==> config.mk <==
export PLATFORM = sky130hd
export DESIGN_NAME = iopfm_top
export DESIGN_NICKNAME = d
export VERILOG_FILES = /design/src/iopfm_pkg.sv /design/src/iopfm_pin_slice.sv /design/src/iopfm_top.sv
export SDC_FILE = /design/constraint.sdc
export NUM_CORES = 1
export LEC_CHECK = 0
export BUFFER_PORTS_ARGS = -buffer_cell sky130_fd_sc_hd__buf_4
export CAP_MARGIN = 30
export CORE_AREA = 2 2 232 234
export DETAILED_ROUTE_END_ITERATION = 6
export DIE_AREA = 0 0 234 236
export GPL_ROUTABILITY_DRIVEN = 0
export MAX_ROUTING_LAYER = met4
export SETUP_SLACK_MARGIN = 0.3
export SYNTH_ARGS = -nofsm -noshare
export SYNTH_HDL_FRONTEND = slang
export SYNTH_HIERARCHICAL = 1
export SYNTH_SLANG_ARGS = --single-unit
==> constraint.sdc <==
create_clock -name clock -period 4.9 [get_ports clock]
set_input_delay 0.245 -clock clock [delete_from_list [all_inputs] [get_ports clock]]
set_output_delay 0.245 -clock clock [all_outputs]
set_load 0.02 [all_outputs]
==> src/iopfm_pkg.sv <==
// Package for the IO pin function mux: register map, field layout, reset values.
// Assumes a 32-bit APB slave port and 3-bit function selects per pin.
package iopfm_pkg;
    localparam int          IOPFM_FLD_W     = 3;
    localparam int          IOPFM_FLD_STEP  = 4;
    localparam int          IOPFM_NGRP      = 8;
    localparam int          IOPFM_XBAR_W    = 6;
    localparam int          IOPFM_NUP       = 8;
    localparam int          IOPFM_NFLASH    = 5;
    localparam int          IOPFM_NLP       = IOPFM_NUP + 1;
    localparam int          IOPFM_NPIN      = IOPFM_NLP + IOPFM_NFLASH;
    localparam int          IOPFM_IDX_LAST  = IOPFM_NUP;
    localparam int          IOPFM_IDX_FLASH = IOPFM_NLP;
    localparam logic [31:0] IOPFM_ADDR_UP   = 32'h4000_b04c;
    localparam logic [31:0] IOPFM_ADDR_FL   = 32'h4000_b068;
    localparam logic [31:0] IOPFM_ADDR_LAST = 32'h4000_b080;
    localparam logic [2:0]  IOPFM_SEL_RST   = 3'h0;
    localparam logic [2:0]  IOPFM_SEL_XBAR  = 3'h1;
    localparam logic [5:0]  IOPFM_XBAR_IDLE = 6'h3f;
    localparam logic [31:0] IOPFM_ZERO32    = 32'h0000_0000;

    // One peripheral function's drive toward a pin
    typedef struct packed {
        logic out;
        logic oe;
    } iopfm_drive_s;
endpackage : iopfm_pkg

==> src/iopfm_pin_slice.sv <==
// One pin's function mux: 8-way output select, input routing, crossbar hand-off.
// Assumes pad_in is asynchronous to clock; all outputs are registered.
`timescale 1ns/1ps
module iopfm_pin_slice
    import iopfm_pkg::*;
#(
    parameter int NGRP = IOPFM_NGRP
) (
    input  wire logic                    clock,
    input  wire logic                    rst_n,
    input  wire logic [IOPFM_FLD_W-1:0]  sel,
    input  wire iopfm_drive_s [NGRP-1:0] drv,
    input  wire logic                    pad_in,
    input  wire logic [IOPFM_XBAR_W-1:0] xbar_pick,
    output logic                         pad_out,
    output logic                         pad_oe,
    output logic [NGRP-1:0]              grp_in,
    output logic                         xbar_on,
    output logic [IOPFM_XBAR_W-1:0]      xbar_apply
);
    if (NGRP != (1 << IOPFM_FLD_W)) begin : g_chk
        $error("NGRP must equal the number of select codes");
    end

    logic sync1_r;
    logic sync2_r;

    always_ff @(posedge clock) begin
        if (!rst_n) begin
            sync1_r <= 1'b0;
            sync2_r <= 1'b0;
        end else begin
            sync1_r <= pad_in;
            sync2_r <= sync1_r;
        end
    end

    always_ff @(posedge clock) begin
        if (!rst_n) begin
            pad_out <= 1'b0;
            pad_oe  <= 1'b0;
        end else begin
            pad_out <= drv[sel].out;
            pad_oe  <= drv[sel].oe;
        end
    end

    // Unselected groups see a quiet zero rather than the pad
    always_ff @(posedge clock) begin
        if (!rst_n) begin
            grp_in <= '0;
        end else begin
            for (int g = 0; g < NGRP; g++) begin
                grp_in[g] <= sync2_r && (sel == g[IOPFM_FLD_W-1:0]);
            end
        end
    end

    always_ff @(posedge clock) begin
        if (!rst_n) begin
            xbar_on    <= 1'b0;
            xbar_apply <= IOPFM_XBAR_IDLE;
        end else begin
            xbar_on    <= (sel == IOPFM_SEL_XBAR);
            xbar_apply <= (sel == IOPFM_SEL_XBAR) ? xbar_pick : IOPFM_XBAR_IDLE;
        end
    end
endmodule : iopfm_pin_slice

==> src/iopfm_top.sv <==
// IO pin function mux: APB registers holding 3-bit selects for low-power
// pins 16..24 and internal flash pins 0..4, plus one mux slice per pin.
// Assumes an APB master on clock; crossbar selects come from elsewhere.
`timescale 1ns/1ps
// Function
// - Pins 16..23 each own a 3-bit select, pin 23 topmost, 16 lowest.
// - Select value n routes peripheral function group n to the pin.
// - Select value one hands a low-power pin to the wide crossbar.
// - Crossbar pick applies only while select is one; idle value all ones.
// - Five 3-bit selects for flash pins 4..0, pin 4 topmost.
// - Pin 24 has one 3-bit select in the low bits of its own register.
// - Reset clears every select to zero.
module iopfm_top
    import iopfm_pkg::*;
(
    input  wire logic                                    clock,
    input  wire logic                                    rst_n,
    input  wire logic                                    psel,
    input  wire logic                                    penable,
    input  wire logic                                    pwrite,
    input  wire logic [31:0]                             paddr,
    input  wire logic [31:0]                             pwdata,
    input  wire logic [3:0]                              pstrb,
    output logic [31:0]                                  prdata,
    output logic                                         pready,
    output logic                                         pslverr,
    input  wire logic [IOPFM_NLP-1:0]                    lp_pad_in,
    output logic [IOPFM_NLP-1:0]                         lp_pad_out,
    output logic [IOPFM_NLP-1:0]                         lp_pad_oe,
    input  wire logic [IOPFM_NFLASH-1:0]                 fl_pad_in,
    output logic [IOPFM_NFLASH-1:0]                      fl_pad_out,
    output logic [IOPFM_NFLASH-1:0]                      fl_pad_oe,
    input  wire iopfm_drive_s [IOPFM_NPIN-1:0][IOPFM_NGRP-1:0] grp_drv,
    output logic [IOPFM_NPIN-1:0][IOPFM_NGRP-1:0]        grp_in,
    input  wire logic [IOPFM_NLP-1:0][IOPFM_XBAR_W-1:0]  xbar_pick,
    output logic [IOPFM_NLP-1:0][IOPFM_XBAR_W-1:0]       xbar_apply,
    output logic [IOPFM_NLP-1:0]                         xbar_on
);
    logic [IOPFM_NPIN-1:0][IOPFM_FLD_W-1:0] sel_r;
    logic [31:0]                            rd_nxt;
    logic                                   hit_up;
    logic                                   hit_fl;
    logic                                   hit_last;
    logic                                   wr_en;
    logic [IOPFM_NPIN-1:0]                  pad_in_all;
    logic [IOPFM_NPIN-1:0]                  pad_out_all;
    logic [IOPFM_NPIN-1:0]                  pad_oe_all;

    assign hit_up   = (paddr == IOPFM_ADDR_UP);
    assign hit_fl   = (paddr == IOPFM_ADDR_FL);
    assign hit_last = (paddr == IOPFM_ADDR_LAST);
    // Zero wait states: read data is captured in the setup cycle
    assign pready   = 1'b1;
    assign pslverr  = psel && penable && !(hit_up || hit_fl || hit_last);
    assign wr_en    = psel && penable && pwrite;

    // A write to field i lands only when the byte lane carrying it is strobed
    always_ff @(posedge clock) begin
        if (!rst_n) begin
            sel_r <= {IOPFM_NPIN{IOPFM_SEL_RST}};
        end else if (wr_en) begin
            for (int i = 0; i < IOPFM_NUP; i++) begin
                if (hit_up && pstrb[i/2]) begin
                    sel_r[i] <= pwdata[i*IOPFM_FLD_STEP +: IOPFM_FLD_W];
                end
            end
            for (int i = 0; i < IOPFM_NFLASH; i++) begin
                if (hit_fl && pstrb[i/2]) begin
                    sel_r[IOPFM_IDX_FLASH+i] <= pwdata[i*IOPFM_FLD_STEP +: IOPFM_FLD_W];
                end
            end
            if (hit_last && pstrb[0]) begin
                sel_r[IOPFM_IDX_LAST] <= pwdata[IOPFM_FLD_W-1:0];
            end
        end
    end

    always_comb begin
        rd_nxt = IOPFM_ZERO32;
        if (hit_up) begin
            for (int i = 0; i < IOPFM_NUP; i++) begin
                rd_nxt[i*IOPFM_FLD_STEP +: IOPFM_FLD_W] = sel_r[i];
            end
        end else if (hit_fl) begin
            for (int i = 0; i < IOPFM_NFLASH; i++) begin
                rd_nxt[i*IOPFM_FLD_STEP +: IOPFM_FLD_W] = sel_r[IOPFM_IDX_FLASH+i];
            end
        end else if (hit_last) begin
            rd_nxt[IOPFM_FLD_W-1:0] = sel_r[IOPFM_IDX_LAST];
        end
    end

    always_ff @(posedge clock) begin
        if (!rst_n) begin
            prdata <= IOPFM_ZERO32;
        end else if (psel && !penable) begin
            prdata <= rd_nxt;
        end
    end

    assign pad_in_all = {fl_pad_in, lp_pad_in};
    assign lp_pad_out = pad_out_all[IOPFM_NLP-1:0];
    assign lp_pad_oe  = pad_oe_all[IOPFM_NLP-1:0];
    assign fl_pad_out = pad_out_all[IOPFM_NPIN-1:IOPFM_NLP];
    assign fl_pad_oe  = pad_oe_all[IOPFM_NPIN-1:IOPFM_NLP];

    for (genvar p = 0; p < IOPFM_NPIN; p++) begin : g_pin
        if (p < IOPFM_NLP) begin : g_lp
            iopfm_pin_slice #(.NGRP(IOPFM_NGRP)) u_slice (
                .clock      (clock),
                .rst_n      (rst_n),
                .sel        (sel_r[p]),
                .drv        (grp_drv[p]),
                .pad_in     (pad_in_all[p]),
                .xbar_pick  (xbar_pick[p]),
                .pad_out    (pad_out_all[p]),
                .pad_oe     (pad_oe_all[p]),
                .grp_in     (grp_in[p]),
                .xbar_on    (xbar_on[p]),
                .xbar_apply (xbar_apply[p])
            );
        end else begin : g_fl
            // Flash pins have no crossbar behind them
            iopfm_pin_slice #(.NGRP(IOPFM_NGRP)) u_slice (
                .clock      (clock),
                .rst_n      (rst_n),
                .sel        (sel_r[p]),
                .drv        (grp_drv[p]),
                .pad_in     (pad_in_all[p]),
                .xbar_pick  (IOPFM_XBAR_IDLE),
                .pad_out    (pad_out_all[p]),
                .pad_oe     (pad_oe_all[p]),
                .grp_in     (grp_in[p]),
                .xbar_on    (),
                .xbar_apply ()
            );
        end
    end

    // Helper state for the checks below
    logic [31:0]                        pw_q;
    logic                               exp_out0;
    logic                               exp_oe13;
    always_ff @(posedge clock) begin
        pw_q <= pwdata;
    end
    assign exp_out0 = grp_drv[0][sel_r[0]].out;
    assign exp_oe13 = grp_drv[IOPFM_NPIN-1][sel_r[IOPFM_NPIN-1]].oe;

    property p_up_read;
        @(posedge clock) disable iff (!rst_n)
        psel && penable && !pwrite && hit_up |->
            prdata[30:28] == sel_r[7] && prdata[2:0] == sel_r[0];
    endproperty
    a_up_read: assert property (p_up_read) else $error("upper select readback wrong");

    property p_route;
        @(posedge clock) disable iff (!rst_n)
        1'b1 |=> lp_pad_out[0] == $past(exp_out0) && fl_pad_oe[4] == $past(exp_oe13);
    endproperty
    a_route: assert property (p_route) else $error("pad not driven by selected group");

    property p_xbar_on;
        @(posedge clock) disable iff (!rst_n)
        sel_r[3] == IOPFM_SEL_XBAR |=> xbar_on[3];
    endproperty
    a_xbar_on: assert property (p_xbar_on) else $error("crossbar hand-off missing");

    property p_xbar_gate;
        @(posedge clock) disable iff (!rst_n)
        sel_r[2] != IOPFM_SEL_XBAR |=> !xbar_on[2] && xbar_apply[2] == IOPFM_XBAR_IDLE;
    endproperty
    a_xbar_gate: assert property (p_xbar_gate) else $error("crossbar applied off code one");

    property p_fl_write;
        @(posedge clock) disable iff (!rst_n)
        wr_en && hit_fl && pstrb == 4'hf |=>
            sel_r[IOPFM_IDX_FLASH] == pw_q[2:0] && sel_r[IOPFM_NPIN-1] == pw_q[18:16];
    endproperty
    a_fl_write: assert property (p_fl_write) else $error("flash select write lost");

    property p_last_write;
        @(posedge clock) disable iff (!rst_n)
        wr_en && hit_last && pstrb[0] |=> sel_r[IOPFM_IDX_LAST] == pw_q[2:0];
    endproperty
    a_last_write: assert property (p_last_write) else $error("pin 24 select write lost");

    property p_reset;
        @(posedge clock) !rst_n |=> sel_r == '0 && !xbar_on[0];
    endproperty
    a_reset: assert property (p_reset) else $error("selects not cleared by reset");

    property p_unused_zero;
        @(posedge clock) disable iff (!rst_n)
        psel && penable && !pwrite && hit_last |-> prdata[31:3] == '0;
    endproperty
    a_unused_zero: assert property (p_unused_zero) else $error("unused bits not zero");

    // A partial write must not clobber fields in lanes that were not strobed
    property p_lane_hold;
        @(posedge clock) disable iff (!rst_n)
        wr_en && hit_up && !pstrb[3] |=> $stable(sel_r[IOPFM_NUP-1]);
    endproperty
    a_lane_hold: assert property (p_lane_hold) else $error("unstrobed select changed");

    property p_grp_quiet;
        @(posedge clock) disable iff (!rst_n)
        1'b1 |=> (grp_in[0] & ~(8'h01 << $past(sel_r[0]))) == 8'h00;
    endproperty
    a_grp_quiet: assert property (p_grp_quiet) else $error("group input leaks");

    property p_fl_read;
        @(posedge clock) disable iff (!rst_n)
        psel && penable && !pwrite && hit_fl |->
            prdata[18:16] == sel_r[IOPFM_NPIN-1] && prdata[2:0] == sel_r[IOPFM_IDX_FLASH];
    endproperty
    a_fl_read: assert property (p_fl_read) else $error("flash select readback wrong");

    property p_up_unused;
        @(posedge clock) disable iff (!rst_n)
        psel && penable && !pwrite && hit_up |-> (prdata & ~32'h7777_7777) == 32'h0000_0000;
    endproperty
    a_up_unused: assert property (p_up_unused) else $error("gap bits not zero");
endmodule : iopfm_top

==> results by group, run 1 <==
Final layout
  • Most frequent cells in the layout: buf_4 (593), dfxtp_1 (297), nor2_1 (112), nand2_1 (89), dlygate4sd3_1 (87)
  • Share of layout cells above drive strength 1: 0.433
  • Fin cells: approximately 2,400
  • Fill cell count: 5,334
  • Final Cell Area: around 0.018 sq mm
  • Layout overhead on the synthesized area: 63.5%
  • Most common library cell in the layout ignoring fill and taps: buf_4
  • Nets@finish: between 2,000 and 2,500

Die
  • Total die area: approximately 0.055 sq mm
  • Die Height: about 240 um
  • Core box area: between 0.05 and 0.06 sq mm
  • I/O pin count: 602
  • Die Wd: about 230 um
  • Rows: 85
  • Starting density of the core: 0.210

Critical path
  • Crit path DAT: between 2000 and 2500 ps
  • Worst r2r dst: g_pin[2].g_lp.u_slice/pad_oe
  • Setup CP Type: in -> out
  • Critical Path RT: between 4000 and 5000 ps
  • Crit Path Max Fanout: 13
  • Crit path capture type: output pin
  • FF-to-FF path depth: 3
  • Reg2Reg Setup Slack: approximately 3100 ps
  • R2r startpoint: sel_r[6]
  • Setup crit start kind: primary input

Run
  • Max Cap Viol: 0

Timing
  • Final hold viol count: 0
  • RSZ-0062 raised after global routing: false
  • Final setup fails: 0
  • Final number of max-transition violations: 0
  • Setup TNS: 0 ps
  • Fin crit period: between 2000 and 2500 ps
  • Fmax: 414 MHz
  • Worst-Margin Slew: about 970 ps
  • Crit share post-route: 0.493
  • Worst rel slew slack: 0.352
  • Setup Skew: approximately 24 ps

Routing
  • Pre-antenna DRT Iters: 4
  • Antenna Nets Post-Route: 0
  • Wire length per cell: 17.9 um
  • Vias: around 10,000
  • First DRT Iteration DRCs: 370
  • Vias per cell: 4.22
  • Final WL: between 40,000 and 50,000 um
  • Drc violations: 0

Clocking
  • Num CTS Buffers: 35
  • CTS tree: yes
  • Root Driver: clkbuf_16
  • Number of clock sinks: between 200 and 300
  • Clock Path Buffers: 3
  • Htree depth: 2
  • Worst skew pair latency: between 500 and 600 ps
  • # resized after CTS: 0
  • Clock transition at path regs: about 50 ps

Placed design
  • HPWL after detailed placement: around 33,000 um
  • Placed instance area: approximately 0.016 sq mm
  • # port buffers: around 600
  • Post-placement cell count: around 2,200

Global routing
  • GRT Overall Usage: 0.151
  • Largest net degree at the start of global routing: slightly below 70
  • Initial antenna violation count: 7
  • Number of global-route vias before repair: between 10,000 and 15,000
  • First-pass GRT wire length: 60,200 um
  • Total grt overflow: 0

Power
  • Lkg Pwr: between 7 and 8 nW
  • Power per cell area: between 300 and 400 mW/mm^2
  • Tot Pwr: between 5 and 6 mW
  • Peak VDD IR: about 220 uV

Synth
  • Cells after synthesis: 1,007
  • Synthesized area per cell: about 11 sq um
  • Mapped Area: around 0.011 sq mm
  • Yosys Warn Count: 6

Worst hold path
  • Hold crit path type: in -> reg
  • Hold Path Origin: pwdata[4]
  • WHS Path Cells: 3
  • Hold Path End: sel_r[3]

Outcome
  • Status: completed
==> worst max-delay path, stage by stage <==
cell and delay, ps:
buf_4 110, or4_4 620, nor3_2 210, buf_4 260, o211ai_1 280, and3_1 300, buf_4 150
==> per-layer routing <==
| layer | global-route usage | vias to the layer above | part of all wire |
|---|---|---|---|
| li1 | - | 4825 | - |
| met1 | 0.160 | 4785 | 0.38 |
| met2 | 0.263 | 410 | 0.50 |
| met3 | 0.0433 | 69 | 0.081 |
| met4 | 0.0570 | 0 | 0.032 |
| met5 | - | - | 0 |
==> state kept, by name, summed over array words and instances, names as in the netlist <==
| signal | flops |
|---|---|
| g_pin.g_lp.u_slice/grp_in | 72 |
| g_pin.g_lp.u_slice/pad_oe | 9 |
| g_pin.g_fl.u_slice/sync2_r | 5 |
| sel_r | 42 |
| g_pin.g_lp.u_slice/sync2_r | 9 |
| prdata | 24 |
| g_pin.g_fl.u_slice/pad_out | 5 |
| g_pin.g_fl.u_slice/grp_in | 40 |
| g_pin.g_lp.u_slice/xbar_on | 9 |
| g_pin.g_fl.u_slice/pad_oe | 5 |
| g_pin.g_fl.u_slice/sync1_r | 5 |
| g_pin.g_lp.u_slice/sync1_r | 9 |
| g_pin.g_lp.u_slice/pad_out | 9 |
| g_pin.g_lp.u_slice/xbar_apply | 54 |
==> where the power goes <==
group          internal (mW)  switching, mW  leakage (nW)  total, mW
Combinational          0.313          0.183          4.61      0.497
Clock                   1.72           1.05         0.609       2.77
Sequential              2.45         0.0104          2.41       2.46
Total                   4.48           1.25          7.63       5.73
==> layout make-up <==
type | count | area [sq um] | area share
timing repair buffer | 682 | 5350 | 0.293
sequential | 297 | 5950 | 0.326
clock buffer | 47 | 1010 | 0.0554
antenna | 8 | 20.0 | 0.00110
clock inverter | 15 | 225 | 0.0123
inverter | 14 | 52.6 | 0.00288
tap | 696 | 871 | 0.0477
multi-input combinational | 633 | 4780 | 0.262
==> how the worst max path moves through the flow <==
stage | from | to | slack [ps] | cells after the start
2_1_floorplan | paddr[9] | sel_r[0] | 2960 | 7
3_3_place_gp | paddr[9] | sel_r[36] | 2440 | 5
3_5_place_dp | paddr[9] | sel_r[37] | 2390 | 5
4_1_cts | paddr[9] | pslverr | 2460 | 7
5_1_grt | paddr[9] | pslverr | 2430 | 7
6_report | paddr[9] | pslverr | 2480 | 7
==> through the flow <==
stage               worst slack [ps]  hold WS [ps]   util
floorplan                       2960           346      -
global placement                2440           415  0.304
detailed placement              2390           418  0.304
CTS                             2460          14.2  0.344
global route                    2430          38.2  0.344
finish                          2480          38.9  0.344
==> repair_timing <==
item	CTS	global route
hold endpoints to repair	95	0
hold buffers	87	0
setup buffers	0	0
Note: power is estimated with default switching activity, not from simulation.
==> run 2: changes to the inputs <==
Clock period 4.9 ns to 2.1 ns, I/O delays scaled along.
==> run 2 against run 1 <==
  * Register-to-register slack got worse by 2600 ps
  * Combinational power increased to 2.6 times the previous value
  * Final area up 6.1%
  * Sequential power up 130%
==> results by group, run 2 (synthesis gave the netlist of run 1 again) <==
Placed design
  • HPWL after detailed placement: 34,700 um (+4.5%)
  • # port buffers: 584 (unchanged)
  • Placed instance area: 0.0165 sq mm (+2.2%)
  • Placement Setup Slack: 32.5 ps (-2350 ps)

Critical path
  • FF-to-FF path depth: 3 (unchanged)
  • Crit path capture type: output pin
  • Setup crit start kind: primary input
  • Setup CP Type: in -> out
  • Critical Path RT: 2000 ps (-2660 ps)
  • Crit path DAT: 1650 ps (-520 ps)
  • Crit-path cells: buf_4 > or4_4 > buf_6 > nor3_4 > o211ai_1 > and3_1 > buf_4
  • Slowest CP cell: or4_4
  • Crit-path max cell delay: 550 ps (-70 ps)
  • Crit-path most repeated cell: buf_4
  • Crit Path Max Fanout: 2 (-11)

Power
  • Power per cell area: 713 mW/mm^2 (+130%)
  • Lkg Pwr: 8.18 nW (+7.2%)
  • Peak VDD IR: 434 uV (+100%)

Global routing
  • GRT Overall Usage: 0.161 (+0.0103)
  • Number of global-route vias before repair: 11,000 (+6.2%)
  • Largest net degree at the start of global routing: 61 (-10%)
  • Total grt overflow: 0 (unchanged)
  • Initial antenna violation count: 9 (+2)
  • First-pass GRT wire length: 64,300 um (+6.8%)

Routing
  • Met2 wire length: 23,600 um (+9.0%)
  • WL met1: 17,300 um (+5.5%)
  • Drc violations: 0 (unchanged)
  • Pre-antenna DRT Iters: 6 (+2)
  • Vias: 10,500 (+4.5%)
  • Max layer used: met4
  • Routed length on met3: 3570 um (+2.6%)
  • Wire length per cell: 18.3 um (+2.3%)
  • Final WL: 45,800 um (+7.0%)
  • Vias per cell: 4.21 (about the same)
  • First DRT Iteration DRCs: 408 (+10%)
  • Antenna Nets Post-Route: 0 (unchanged)

Die
  • I/O pin count: 602 (unchanged)
  • Core box area: 0.0531 sq mm (unchanged)
  • Die Wd: 234 um (unchanged)
  • Die Height: 236 um (unchanged)
  • Total die area: 0.0552 sq mm (unchanged)
  • Starting density of the core: 0.210 (unchanged)
  • Rows: 85 (unchanged)

Timing
  • Fin crit period: between 1500 and 2000 ps
  • Final setup fails: 0 (unchanged)
  • Final hold viol count: 0 (unchanged)
  • RSZ-0062 raised after global routing: true
  • Worst rel slew slack: 0.484 (+0.132)
  • Hold slack final: 37.3 ps (-1.60 ps)
  • Crit share post-route: 0.837
  • Setup Skew: 19.0 ps (-4.62 ps)
  • Fmax: about 570 MHz
  • Worst-Margin Slew: 774 ps (-197 ps)
  • Final number of max-transition violations: 0 (unchanged)
  • Setup TNS: 0 ps (unchanged)
  • Worst setup margin: 343 ps (-2140 ps)

Outcome
  • Status: completed

Clocking
  • Num CTS Buffers: 37 (+5.7%)
  • Root Driver: clkbuf_16
  • Htree depth: 2 (unchanged)
  • Number of clock sinks: 297 (unchanged)
  • Worst skew pair latency: 550 ps (about the same)
  • Clock transition at path regs: 60 ps (about the same)
  • Clock Path Buffers: 3 (unchanged)
  • CTS tree: yes

Run
  • Max Cap Viol: 0 (unchanged)

Final layout
  • Layout overhead on the synthesized area: 73.5%
  • Nets@finish: 2,135 (+5.3%)
  • Max FFs per register: 72 (unchanged)
  • Share of layout cells above drive strength 1: 0.434 (+0.000758)
  • Largest reg by FF count: g_pin.g_lp.u_slice/grp_in
  • Final Cell Area: 0.0194 sq mm (+6.1%)
  • Most common library cell in the layout ignoring fill and taps: buf_4
  • Most frequent cells in the layout: buf_4 (628), dfxtp_1 (296), dlygate4sd3_1 (150), nor2_1 (112), nand2_1 (89)
  • Largest regs: g_pin.g_lp.u_slice/grp_in (72), g_pin.g_lp.u_slice/xbar_apply (54), sel_r (42)

Worst hold path
  • Hold crit path type: in -> reg
  • WHS Path Cells: 4 (+1)
run 2: layout make-up:
| cell class | instances | area [sq um] |
|---|---|---|
| clock buffers | 47 | 1020 |
| inverters | 14 | 52.6 |
| multi-input cells | 633 | 4790 |
| repair buffers | 787 | 6380 |
| fillers | 5215 | 33700 |
| diodes | 7 | 17.5 |
| clock inverters | 20 | 280 |
| well taps | 696 | 871 |
| flip-flops and latches | 297 | 5950 |
run 2: what timing repair did:
action,in CTS,in global routing
hold endpoints to repair,125,0
pin swaps,3,4
hold buffers,150,0
cloned,0,1
setup buffers,2,1
setup endpoints to repair,1,5
resized for setup,3,3
run 2: worst max-delay path: cells and delay by family:
family / cells / cell delay (ps)
AOI/OAI and AO/OA: 1 / 220
buffers and inverters: 3 / 400
and+or+nand+nor: 3 / 910
run 2: worst paths after layout:
check / from / to / slack (ps)
max: paddr[10] / pslverr / 340
min: grp_drv[131] / g_pin[8].g_lp.u_slice/pad_out / 40
max reg2reg: sel_r[18] / g_pin[6].g_lp.u_slice/pad_oe / 510
min reg2reg: g_pin[9].g_fl.u_slice/sync1_r / g_pin[9].g_fl.u_slice/sync2_r / 430
run 2: stage by stage:
stage,cells,util,power [mW]
floorplan,1014,-,6.19
global placement,2273,0.311,6.89
detailed placement,2273,0.311,6.91
CTS,2492,0.364,14.0
global route,2501,0.365,14.3
finish,2501,0.365,13.8
run 2: routing by layer:
metal  global-route usage  vias to the layer above
met3               0.0413                       78
met1                0.168                     4994
met2                0.291                      424
li1                     -                     5045
met5                    -                        -
met4               0.0550                        0
run 2: power by group:
part           leakage [nW]  switching [mW]  internal [mW]  total (mW)
Combinational          5.13           0.462          0.821        1.28
Clock                 0.634            2.59           4.21        6.80
Sequential             2.41          0.0258           5.71        5.73
